File: src/include/trip_pkg.sv
// Shared constants and carrier types for the trip coincidence interlock
package trip_pkg;
   localparam int PR_CH = 4;
   localparam int IR_CH = 2;
   localparam int SR_CH = 2;
   localparam int ADDR_W = 8;
   localparam int DATA_W = 32;
   localparam int SYNC_STAGES = 2;

   localparam logic [7:0] CTRL_OFS = 8'h00;
   localparam logic [7:0] TEST_OFS = 8'h04;
   localparam logic [7:0] STAT_OFS = 8'h08;
   localparam logic [7:0] CAUSE_OFS = 8'h0c;

   localparam int CTRL_HELD_W = 5;
   localparam int CTRL_MAN_TRIP = 5;
   localparam int CTRL_TRIP_RESET = 6;
   localparam int TEST_W = 4;
   localparam int STAT_W = 10;
   localparam int CAUSE_W = 6;

   localparam logic [2:0] VOTE_ABOVE = 3'h2;
   localparam logic [2:0] VOTE_BELOW = 3'h3;
   localparam logic [2:0] PR_COUNT = 3'h4;

   typedef struct packed {
      logic [PR_CH-1:0] pr_high;
      logic [PR_CH-1:0] pr_low;
      logic [PR_CH-1:0] pr_perm;
      logic [PR_CH-1:0] pr_rate;
      logic [IR_CH-1:0] ir_trip;
      logic [IR_CH-1:0] ir_perm;
      logic [SR_CH-1:0] sr_trip;
   } chan_in_t;

   typedef struct packed {
      logic sr_reinst_b;
      logic sr_reinst_a;
      logic sr_byp_req;
      logic ir_block_req;
      logic pr_low_byp_req;
   } ctrl_t;

   typedef struct packed {
      logic [SR_CH-1:0] sr_test;
      logic [IR_CH-1:0] ir_test;
   } test_t;

   typedef struct packed {
      logic sr_test_annunc;
      logic ir_test_annunc;
      logic sr_byp_b;
      logic sr_byp_a;
      logic ir_block;
      logic pr_low_byp;
      logic perm_p6;
      logic perm_p10;
      logic trip_b;
      logic trip_a;
   } stat_t;

   typedef struct packed {
      logic manual;
      logic sr;
      logic ir;
      logic rate;
      logic pr_low;
      logic pr_high;
   } cause_t;

   typedef struct packed {
      logic uv_hold;
      logic shunt_trip;
   } breaker_drive_t;

   localparam ctrl_t CTRL_RST = 5'h00;
   localparam test_t TEST_RST = 4'h0;
   localparam cause_t CAUSE_RST = 6'h00;
   localparam breaker_drive_t DRIVE_TRIPPED = 2'h1;
endpackage

File: src/rtl/pin_sync.sv
// Two-stage synchroniser for a vector of asynchronous pin levels
`timescale 1ns/1ps
module pin_sync #(
   parameter int W = 1
) (
   input logic clk,
   input logic reset,
   input logic [W-1:0] d,
   output logic [W-1:0] q
);
   logic [W-1:0] meta_r;
   logic [W-1:0] q_r;

   always_ff @(posedge clk) begin
      if (reset) begin
         meta_r <= '0;
         q_r <= '0;
      end else begin
         meta_r <= d;
         q_r <= meta_r;
      end
   end

   assign q = q_r;
endmodule

File: src/rtl/trip_train.sv
// One logic train: trip latch and breaker coil drive
`timescale 1ns/1ps
module trip_train
   import trip_pkg::*;
(
   input logic clk,
   input logic reset,
   input logic demand,
   input logic reset_req,
   output logic tripped,
   output trip_pkg::breaker_drive_t drive
);
   import trip_pkg::*;

   logic trip_r;
   breaker_drive_t drive_r;

   // Comes out of reset tripped: a fresh start needs an operator reset
   always_ff @(posedge clk) begin
      if (reset) begin
         trip_r <= 1'b1;
      end else if (demand) begin
         trip_r <= 1'b1;
      end else if (reset_req) begin
         trip_r <= 1'b0;
      end
   end

   // Coil held only while untripped, so a dead output means a trip
   always_ff @(posedge clk) begin
      if (reset) begin
         drive_r <= DRIVE_TRIPPED;
      end else begin
         drive_r.uv_hold <= ~trip_r;
         drive_r.shunt_trip <= trip_r;
      end
   end

   assign tripped = trip_r;
   assign drive = drive_r;
endmodule

File: src/rtl/trip_coincidence_interlock.sv
// Coincidence voting, permissive bypasses and trip trains for nuclear trips
// How it works
// - Two of four power range high flux channels trip the reactor.
// - Each power range channel has an always active high and startup low input.
// - Low setting bypass accepted only while two of four exceed the permissive.
// - Low setting bypass drops when three of four fall below the permissive.
// - Either intermediate range channel above setpoint trips the reactor.
// - Intermediate trip block needs two of four above; three below reinstates.
// - Intermediate channels test-bypassable one by one, with annunciation.
// - Either source range channel above setpoint trips the reactor.
// - Source bypass allowed above intermediate permissive; both below reinstates.
// - Power range two of four permissive bypasses source trip automatically.
// - Two switches reinstate source trip below permissive, one per train.
// - Source channels test-bypassable one by one, with annunciation.
// - Two of four positive rate channels trip; this trip is never bypassed.
// - Train A opens trip breaker A and bypass B; B the reverse.
// - A trip drops the undervoltage hold and energizes the shunt coil.
// - Trip stays latched until reset; reset ignored while demand persists.
// - Every reactor trip also raises the turbine trip.
// - Manual trip command trips regardless of automatic conditions.
// - Undervoltage hold outputs de-energize to trip, so power loss trips; shunt coil and turbine trip energize to trip.
`timescale 1ns/1ps
module trip_coincidence_interlock
   import trip_pkg::*;
(
   input logic clk,
   input logic reset,
   input trip_pkg::chan_in_t chan_in,
   input logic [trip_pkg::ADDR_W-1:0] addr,
   input logic [trip_pkg::DATA_W-1:0] wdata,
   input logic wr,
   input logic rd,
   output logic [trip_pkg::DATA_W-1:0] rdata,
   output trip_pkg::breaker_drive_t train_a_trip_breaker,
   output trip_pkg::breaker_drive_t train_b_trip_breaker,
   output trip_pkg::breaker_drive_t train_a_bypass_breaker,
   output trip_pkg::breaker_drive_t train_b_bypass_breaker,
   output logic turbine_trip,
   output logic ir_test_annunc,
   output logic sr_test_annunc
);
   import trip_pkg::*;

   function automatic logic [2:0] count4(input logic [PR_CH-1:0] v);
      logic [2:0] n;
      n = 3'h0;
      for (int i = 0; i < PR_CH; i++) begin
         n = n + {2'h0, v[i]};
      end
      return n;
   endfunction

   // Synchronised channel levels
   chan_in_t s;

   pin_sync #(
      .W($bits(chan_in_t))
   ) u_sync (
      .clk(clk),
      .reset(reset),
      .d(chan_in),
      .q(s)
   );

   // Register file
   ctrl_t ctrl_r;
   test_t test_r;
   cause_t cause_r;
   logic man_trip_r;
   logic trip_reset_r;
   logic [DATA_W-1:0] rdata_r;

   wire sel_ctrl = (addr == CTRL_OFS);
   wire sel_test = (addr == TEST_OFS);
   wire sel_stat = (addr == STAT_OFS);
   wire sel_cause = (addr == CAUSE_OFS);
   wire wr_ctrl = wr && sel_ctrl;
   wire wr_test = wr && sel_test;

   always_ff @(posedge clk) begin
      if (reset) begin
         ctrl_r <= CTRL_RST;
         test_r <= TEST_RST;
      end else begin
         if (wr_ctrl) begin
            ctrl_r <= ctrl_t'(wdata[CTRL_HELD_W-1:0]);
         end
         if (wr_test) begin
            test_r <= test_t'(wdata[TEST_W-1:0]);
         end
      end
   end

   // Command bits act once per write and read back as zero
   always_ff @(posedge clk) begin
      if (reset) begin
         man_trip_r <= 1'b0;
         trip_reset_r <= 1'b0;
      end else begin
         man_trip_r <= wr_ctrl && wdata[CTRL_MAN_TRIP];
         trip_reset_r <= wr_ctrl && wdata[CTRL_TRIP_RESET];
      end
   end

   // Permissives
   wire [2:0] pr_above = count4(s.pr_perm);
   wire [2:0] pr_below = PR_COUNT - pr_above;
   wire p10_on = pr_above >= VOTE_ABOVE;
   wire p10_off = pr_below >= VOTE_BELOW;
   wire p6 = |s.ir_perm;

   // Bypass and block states
   logic pr_low_byp_r;
   logic ir_block_r;
   logic sr_man_byp_r;

   wire pr_low_byp_nxt = ctrl_r.pr_low_byp_req && !p10_off && (pr_low_byp_r || p10_on);
   wire ir_block_nxt = ctrl_r.ir_block_req && !p10_off && (ir_block_r || p10_on);
   wire sr_man_byp_nxt = ctrl_r.sr_byp_req && p6;

   always_ff @(posedge clk) begin
      if (reset) begin
         pr_low_byp_r <= 1'b0;
         ir_block_r <= 1'b0;
         sr_man_byp_r <= 1'b0;
      end else begin
         pr_low_byp_r <= pr_low_byp_nxt;
         ir_block_r <= ir_block_nxt;
         sr_man_byp_r <= sr_man_byp_nxt;
      end
   end

   // Source trip bypass per train: permissive wins over the switches
   wire sr_byp_a = p10_on || (sr_man_byp_r && !ctrl_r.sr_reinst_a);
   wire sr_byp_b = p10_on || (sr_man_byp_r && !ctrl_r.sr_reinst_b);

   // Coincidence votes
   wire vote_pr_high = count4(s.pr_high) >= VOTE_ABOVE;
   wire vote_pr_low = (count4(s.pr_low) >= VOTE_ABOVE) && !pr_low_byp_r;
   wire vote_rate = count4(s.pr_rate) >= VOTE_ABOVE;
   wire vote_ir = |(s.ir_trip & ~test_r.ir_test) && !ir_block_r;
   wire sr_any = |(s.sr_trip & ~test_r.sr_test);

   // Everything common to both trains; only the source term differs
   wire common_demand = vote_pr_high || vote_pr_low || vote_rate || vote_ir || man_trip_r;
   wire demand_a = common_demand || (sr_any && !sr_byp_a);
   wire demand_b = common_demand || (sr_any && !sr_byp_b);

   logic trip_a;
   logic trip_b;
   breaker_drive_t drive_a;
   breaker_drive_t drive_b;

   trip_train u_train_a (
      .clk(clk),
      .reset(reset),
      .demand(demand_a),
      .reset_req(trip_reset_r),
      .tripped(trip_a),
      .drive(drive_a)
   );

   trip_train u_train_b (
      .clk(clk),
      .reset(reset),
      .demand(demand_b),
      .reset_req(trip_reset_r),
      .tripped(trip_b),
      .drive(drive_b)
   );

   // Cross wiring of trains to breakers
   assign train_a_trip_breaker = drive_a;
   assign train_b_bypass_breaker = drive_a;
   assign train_b_trip_breaker = drive_b;
   assign train_a_bypass_breaker = drive_b;

   // Annunciation and turbine trip
   logic turbine_trip_r;
   logic ir_annunc_r;
   logic sr_annunc_r;

   always_ff @(posedge clk) begin
      if (reset) begin
         turbine_trip_r <= 1'b1;
         ir_annunc_r <= 1'b0;
         sr_annunc_r <= 1'b0;
      end else begin
         turbine_trip_r <= trip_a || trip_b;
         ir_annunc_r <= |test_r.ir_test;
         sr_annunc_r <= |test_r.sr_test;
      end
   end

   // Trip causes stick until a reset that the trains accept
   cause_t cause_now;
   assign cause_now = '{manual: man_trip_r, sr: sr_any && !(sr_byp_a && sr_byp_b),
                        ir: vote_ir, rate: vote_rate, pr_low: vote_pr_low,
                        pr_high: vote_pr_high};
   wire cause_clear = trip_reset_r && !demand_a && !demand_b;

   always_ff @(posedge clk) begin
      if (reset) begin
         cause_r <= CAUSE_RST;
      end else if (cause_clear) begin
         cause_r <= cause_now;
      end else begin
         cause_r <= cause_r | cause_now;
      end
   end

   // Read path
   stat_t stat;
   assign stat = '{sr_test_annunc: sr_annunc_r, ir_test_annunc: ir_annunc_r,
                   sr_byp_b: sr_byp_b, sr_byp_a: sr_byp_a, ir_block: ir_block_r,
                   pr_low_byp: pr_low_byp_r, perm_p6: p6, perm_p10: p10_on,
                   trip_b: trip_b, trip_a: trip_a};

   wire [DATA_W-1:0] rd_mux =
      sel_ctrl ? {{(DATA_W-CTRL_HELD_W){1'b0}}, ctrl_r} :
      sel_test ? {{(DATA_W-TEST_W){1'b0}}, test_r} :
      sel_stat ? {{(DATA_W-STAT_W){1'b0}}, stat} :
      sel_cause ? {{(DATA_W-CAUSE_W){1'b0}}, cause_r} :
      {DATA_W{1'b0}};

   // Data valid only in the cycle after the strobe
   always_ff @(posedge clk) begin
      if (reset) begin
         rdata_r <= '0;
      end else if (rd) begin
         rdata_r <= rd_mux;
      end else begin
         rdata_r <= '0;
      end
   end

   assign rdata = rdata_r;
   assign turbine_trip = turbine_trip_r;
   assign ir_test_annunc = ir_annunc_r;
   assign sr_test_annunc = sr_annunc_r;
endmodule

File: config.mk
export PLATFORM = sky130hd
export DESIGN_NAME = trip_coincidence_interlock
export DESIGN_NICKNAME = d
export VERILOG_FILES = /design/src/include/trip_pkg.sv /design/src/rtl/pin_sync.sv /design/src/rtl/trip_train.sv /design/src/rtl/trip_coincidence_interlock.sv
export SDC_FILE = /design/constraint.sdc
export NUM_CORES = 1
export LEC_CHECK = 0
export BUFFER_PORTS_ARGS = -buffer_cell sky130_fd_sc_hd__buf_2
export CAP_MARGIN = 30
export CORE_MARGIN = 2
export CORE_UTILIZATION = 49
export DETAILED_ROUTE_END_ITERATION = 8
export PLACE_DENSITY = 0.79
export SYNTH_ARGS = -nofsm -noshare
export SYNTH_HDL_FRONTEND = slang
export SYNTH_SLANG_ARGS = --single-unit
File: constraint.sdc
create_clock -name clk -period 3.2 [get_ports clk]
set_input_delay 0.64 -clock clk [delete_from_list [all_inputs] [get_ports clk]]
set_output_delay 0.64 -clock clk [all_outputs]
set_load 0.02 [all_outputs]
Word-level counts from Yosys, hierarchy flattened
Index checks and enable logic that the tools add are counted.
{"block": "classes", "addsub": 13, "order_cmp": 5, "n_eq_ne": 3, "muxes": 5, "bitwise_logic": 8, "n_reduce_logical": 51}
{"operator": "$logic_and A1 B1 Y1", "count": 19}
{"operator": "$eq A8 B4 Y1 const B", "count": 2}
{"operator": "$reduce_or A2 Y1", "count": 8}
{"operator": "$ge A3 B2 Y1 const B", "count": 5}
{"operator": "$add A2 B1 Y3", "count": 4}
{"operator": "$add A3 B1 Y3", "count": 4}
{"operator": "$mux W6", "count": 2}
{"operator": "$logic_or A1 B1 Y1", "count": 11}
{"operator": "$logic_not A1 Y1", "count": 10}
{"operator": "$mux W10", "count": 1}
{"operator": "$mux W5", "count": 2}
{"operator": "$add A1 B1 Y2", "count": 4}
{"operator": "$eq A8 B3 Y1 const B", "count": 1}
{"operator": "$logic_not A8 Y1", "count": 1}
{"operator": "$or A6 B6 Y6", "count": 1}
{"operator": "$reduce_or A5 Y1", "count": 1}
{"operator": "$and A2 B2 Y2", "count": 2}
{"operator": "$not A2 Y2", "count": 2}
{"operator": "$reduce_or A4 Y1", "count": 1}
{"operator": "$not A1 Y1", "count": 3}
{"operator": "$sub A3 B3 Y3 const A", "count": 1}
{"block": "totals", "regBits": 105, "in_bits": 66, "output_inout_bits": 43, "word_cells": 117}

Depth between registers and ports, before layout
{"block": "logic_depth", "ltp_word": 14, "mapped_depth": 11, "ltp_nobuf": 11}

Modules after synthesis
Synthesis repeated with hierarchy kept, for this count alone.
{"block": "hier_totals", "cells_unflattened": 306, "area_unflattened_um2": 3185.6}
{"module": "trip_coincidence_interlock", "instances": 1, "cells_each": 198, "area_each_um2": 1839.3, "seq_area_each_um2": 660.6}
{"module": "pin_sync", "instances": 1, "cells_each": 92, "area_each_um2": 1176.1, "seq_area_each_um2": 880.8}
{"module": "trip_train", "instances": 2, "cells_each": 8, "area_each_um2": 85.1, "seq_area_each_um2": 60.1}

Least setup slack after synthesis
OpenSTA, ideal clock, no wires.
{"block": "synth_path", "path_type": "input port to flip-flop", "startpoint": "input addr[7] (netlist bit)", "endpoint": "register rdata_r[6] (netlist: rdata[6])", "setup_time_ps": 70, "t_arrival_ps": 2220, "t_required_ps": 3130, "path_slack_ps": 910, "path_stages": 5, "path_buffers": 1, "cell_sequence": "or4_4 -> or4_1 -> clkbuf_2 -> or3b_1 -> a21oi_1"}
{"block": "synth_via", "elab_chain_len": 2, "elab_cells_between_ends": 5, "cone_classes": "eq/ne: 2; mux: 1; reduce/logical: 2"}
{"item": "from (decl)", "line": "trip_coincidence_interlock.sv:29", "text": "input logic [trip_pkg::ADDR_W-1:0] addr,"}
{"item": "$eq A8 B3 Y1 (tied with other cells)", "line": "trip_coincidence_interlock.sv:74", "text": "wire sel_test = (addr == TEST_OFS);"}
{"item": "$reduce_or A4 Y1 (no source line) / $mux W10 (equally long branches)"}
{"item": "to (signal assigned)", "line": "trip_coincidence_interlock.sv:231", "text": "rdata_r <= rd_mux;"}
{"item": "to (decl)", "line": "trip_coincidence_interlock.sv:71", "text": "logic [DATA_W-1:0] rdata_r;"}
Parallel ways exist; a longest one is shown, timed or not.
A chain may end at the register's enable or synchronous reset.

Worst setup path in the final report
{"block": "layout_path", "startpoint": "register u_sync.q_r[6] (netlist: u_sync.q[6])", "endpoint": "register cause_r[2] (netlist bit)"}
{"block": "layout_via", "elab_chain_len": 12, "elab_cells_between_ends": 15, "cone_classes": "add/sub: 3; order compare: 1; mux: 1; bitwise: 1; reduce/logical: 9"}
{"item": "from (decl)", "line": "pin_sync.sv:12", "text": "logic [W-1:0] q_r;"}
{"item": "from (signal assigned)", "line": "pin_sync.sv:20", "text": "q_r <= meta_r;"}
{"item": "$add A1 B1 Y2 (*)", "line": "trip_coincidence_interlock.sv:48", "text": "n = n + {2'h0, v[i]};"}
{"item": "$add A2 B1 Y3 (*)", "line": "trip_coincidence_interlock.sv:48"}
{"item": "$add A3 B1 Y3 (*)", "line": "trip_coincidence_interlock.sv:48"}
{"item": "$ge A3 B2 Y1 (*)", "line": "trip_coincidence_interlock.sv:140", "text": "wire vote_rate = count4(s.pr_rate) >= VOTE_ABOVE;"}
{"item": "$logic_or A1 B1 Y1 (3 in series)", "line": "trip_coincidence_interlock.sv:145", "text": "wire common_demand = vote_pr_high || vote_pr_low || vote_rate || vote_ir || man_trip_r;"}
{"item": "$logic_or A1 B1 Y1", "line": "trip_coincidence_interlock.sv:146", "text": "wire demand_a = common_demand || (sr_any && !sr_byp_a);"}
{"item": "$logic_not A1 Y1", "line": "trip_coincidence_interlock.sv:200", "text": "wire cause_clear = trip_reset_r && !demand_a && !demand_b;"}
{"item": "$logic_and A1 B1 Y1 (2 in series)", "line": "trip_coincidence_interlock.sv:200"}
{"item": "$mux W6 (*)", "line": "trip_coincidence_interlock.sv:205", "text": "end else if (cause_clear) begin"}
{"item": "to (signal assigned)", "line": "trip_coincidence_interlock.sv:206", "text": "cause_r <= cause_now;"}
{"item": "to (signal assigned)", "line": "trip_coincidence_interlock.sv:208", "text": "cause_r <= cause_r | cause_now;"}
{"item": "to (decl)", "line": "trip_coincidence_interlock.sv:68", "text": "cause_t cause_r;"}
Every way passes the cells marked *; elsewhere a longest branch is shown, timed or not.

==> results.cfg <==
[run]
cap_viol_max_count = 0

[setup_path]
critPathKind = flip-flop to flip-flop
setup.worst_path.start_class = flip-flop
cp_slowest_stage_delay_ps = 910
cp_data_arrival_time_ps = 2590
cp.required_ps = 3390
worst_setup_path_end_kind = flip-flop
crit_fanout = 6
critPathSlowestCell = nor4b_1
crit_chain = inv_1 > fa_1 > nand2b_1 > o2111ai_1 > nor4b_1 > a21boi_0

[timing]
setup_ws_ps = 801
post-route-period-util = 0.750
worst_slew_pin_slew_ps = 1030
fin_tns_setup_ps = 0
period_needed_ps = 2400
finalHoldViolations = 0
slew_headroom = 0.300
drv_slew = 0
fin_skew_ps = 6.81
finalSetupViolations = 0
clock.fmax_mhz = 417
rsz0062_at_grt = no

[power_and_ir_drop]
power.density_nw_per_um2 = 575
ir_drop_mv = 0.396
total_power_mw = 2.05
p_leak_nw = 1.56

[clock_network]
clock-sinks = 83
cts_max_path_buffers = 2
cts_max_level = 3
numCtsBuffers = 9
cts_resized = 0
cts_tree = yes
post_cts_buffers = 0
hold_buffers = 0
cts-root-buf = clkbuf_8
clk_latency_ps = 350
cts.clk_slew.worst_paths_ps = 80

[logic_synthesis]
ys_seq_area_frac = 0.538
syn_inst = 301
synthAdderAreaFrac = 0.0462
ys.warnings.count = 0
synth_ff_type = dfxtp_1
synth_compound_area_frac = 0.0624
synth.area.mux_share = 0.0551
synth-edff-count = 0
synth_top_family_by_area = simple AND/OR/NAND/NOR gates
synth_xor_area_frac = 0.00284
synth-simple-area-share = 0.187
synthArstFlopShare = 0
synth_seq_cells = 83
synth.distinct_cells = 39
syn-cell-area_um2 = 3090
syn_avg_cell_area_um2 = 10.3

[die]
die_w_um = 83.4
placementRows = 28
io_pins = 109
fp.coreArea_um2 = 5990
initial_core_util = 0.515
die_area_um2 = 6950
die_h_um = 83.4

[final_layout]
areaGrowthSynthToFinish_pct = 15.7
drive_above_1_share = 0.229
fill_cells = 540
final_nets = 433
diodes = 0

[route]
via_per_inst = 4.58
drtIter0Drc = 82
drc = 0
wl_met3_um = 456
routedWlPerCell_um = 11.2
drt_wl_total_um = 4890
drt_first_pass_iters = 4
ant_nets = 0
vias = 2006
routed.top_layer = met4
dr_wl_met2_um = 2300
wl_met1_um = 2100

[place]
gp_congestion = 0.813
io_buffers = 61
dp_hpwl_um = 3500
post-place-ws_ps = 677

[grt]
grt.total_usage = 0.148
grt_max_degree = 69
globalRouteOverflowTotal = 0
grt_pass1_vias = 1812
grt_pass1_wl_um = 8180
antenna_found_initial = 0

[outcome]
status = finished clean

[min_path]
hold_class = flip-flop to flip-flop
-- through the flow --
step / instances / utilization / hold slack [ps] / area [um2]
2_1_floorplan: 322 / - / 414 / 3170
3_3_place_gp: 422 / 0.557 / 422 / 3340
3_5_place_dp: 422 / 0.557 / 422 / 3340
4_1_cts: 438 / 0.596 / 441 / 3570
5_1_grt: 438 / 0.596 / 456 / 3570
6_report: 438 / 0.596 / 438 / 3570
-- power by group --
part | leakage, nW | switching [mW] | internal, mW
clock | 0.118 | 0.377 | 0.470
sequential | 0.679 | 0.00866 | 1.06
combinational | 0.766 | 0.0802 | 0.0550
-- cell families (layout without fill, tap and decap cells) --
logic type	Yosys count	count (layout)
adders and majority gates	9	9
other	1	22
buffers and inverters	62	103
DFF	83	83
muxes	17	17
xor gates and xnor gates	1	1
and+or+nand+nor	100	100
AOI/OAI and AO/OA	28	28
-- registers in the layout, indices dropped and copies added (netlist names), 2 cells and up --
signal	count
u_train_b.drive	2
ctrl_r	5
u_sync.meta_r	22
u_sync.q	22
cause_r	6
u_train_a.drive	2
test_r	4
rdata	10
-- worst paths after layout --
path	from	endpoint	slack (ps)	cells past startpoint
max reg2reg	u_sync.q[6]$_SDFF_PP0_	cause_r[2]$_SDFF_PP0_	800	6
min reg2reg	u_sync.meta_r[14]$_SDFF_PP0_	u_sync.q[14]$_SDFF_PP0_	440	1
min	u_sync.meta_r[14]$_SDFF_PP0_	u_sync.q[14]$_SDFF_PP0_	440	1
max	u_sync.q[6]$_SDFF_PP0_	cause_r[2]$_SDFF_PP0_	800	6
-- area by class of cell --
cell class              instances  area [um2]  area share
flip-flops and latches         83        1660       0.465
multi-input cells             177        1170       0.329
repair buffers                 63         320      0.0897
clock buffers                  10         138      0.0385
clock inverters                 6        95.1      0.0266
well taps                      75        93.8      0.0263
inverters                      24        90.1      0.0252
-- Yosys cell counts, types with 2 or more instances --
| cell | n | share of area |
|---|---|---|
| buf_4 | 26 | 0.063 |
| nor2b_1 | 45 | 0.091 |
| and2_1 | 4 | 0.0081 |
| buf_1 | 3 | 0.0036 |
| clkbuf_1 | 8 | 0.0097 |
| nor3b_1 | 3 | 0.0073 |
| nand2_1 | 4 | 0.0049 |
| o221ai_1 | 2 | 0.0057 |
| ha_1 | 5 | 0.020 |
| nor2_1 | 26 | 0.032 |
| inv_1 | 24 | 0.029 |
| a31oi_1 | 2 | 0.0041 |
| nor4_2 | 2 | 0.0081 |
| fa_1 | 4 | 0.026 |
| a211oi_1 | 4 | 0.0097 |
| nand2b_1 | 8 | 0.016 |
| a21oi_1 | 6 | 0.0097 |
| mux2i_1 | 17 | 0.055 |
| dfxtp_1 | 83 | 0.54 |
| o21ai_0 | 3 | 0.0049 |
| a221oi_1 | 4 | 0.011 |
-- routing by layer --
| metal | track usage | vias to the layer above |
|---|---|---|
| met5 | 0 | - |
| met4 | 0.0447 | 0 |
| met3 | 0.0696 | 3 |
| met2 | 0.238 | 90 |
| met1 | 0.178 | 879 |
| li1 | - | 1034 |
-- worst max-delay path, delay by kind of cell (launching register included) --
kind | cells | cell delay, ps
AND/OR/NAND/NOR | 2 | 1030
flip-flops | 1 | 320
AO/OA/AOI/OAI | 2 | 330
adder cells (fa/ha/maj) | 1 | 520
buffers and inverters | 1 | 50
-- cell usage in the layout (no fill, tap or decap), types with 2 or more instances in the layout --
| cell type | Yosys | layout |
|---|---|---|
| o221ai_1 | 2 | 2 |
| bufinv_16 | 0 | 2 |
| inv_6 | 0 | 3 |
| buf_2 | 0 | 61 |
| nand2_1 | 4 | 4 |
| a221oi_1 | 4 | 4 |
| inv_1 | 24 | 24 |
| nor2b_1 | 45 | 45 |
| and2_1 | 4 | 4 |
| ha_1 | 5 | 5 |
| a21oi_1 | 6 | 6 |
| nor2_1 | 26 | 26 |
| buf_4 | 26 | 2 |
| nor4_2 | 2 | 2 |
| dfxtp_1 | 83 | 83 |
| clkbuf_8 | 0 | 10 |
| a31oi_1 | 2 | 2 |
| o21ai_0 | 3 | 3 |
| conb_1 | 1 | 22 |
| mux2i_1 | 17 | 17 |
| a211oi_1 | 4 | 4 |
| fa_1 | 4 | 4 |
| nand2b_1 | 8 | 8 |
| nor3b_1 | 3 | 3 |
Power figures use the tool's default switching activity.
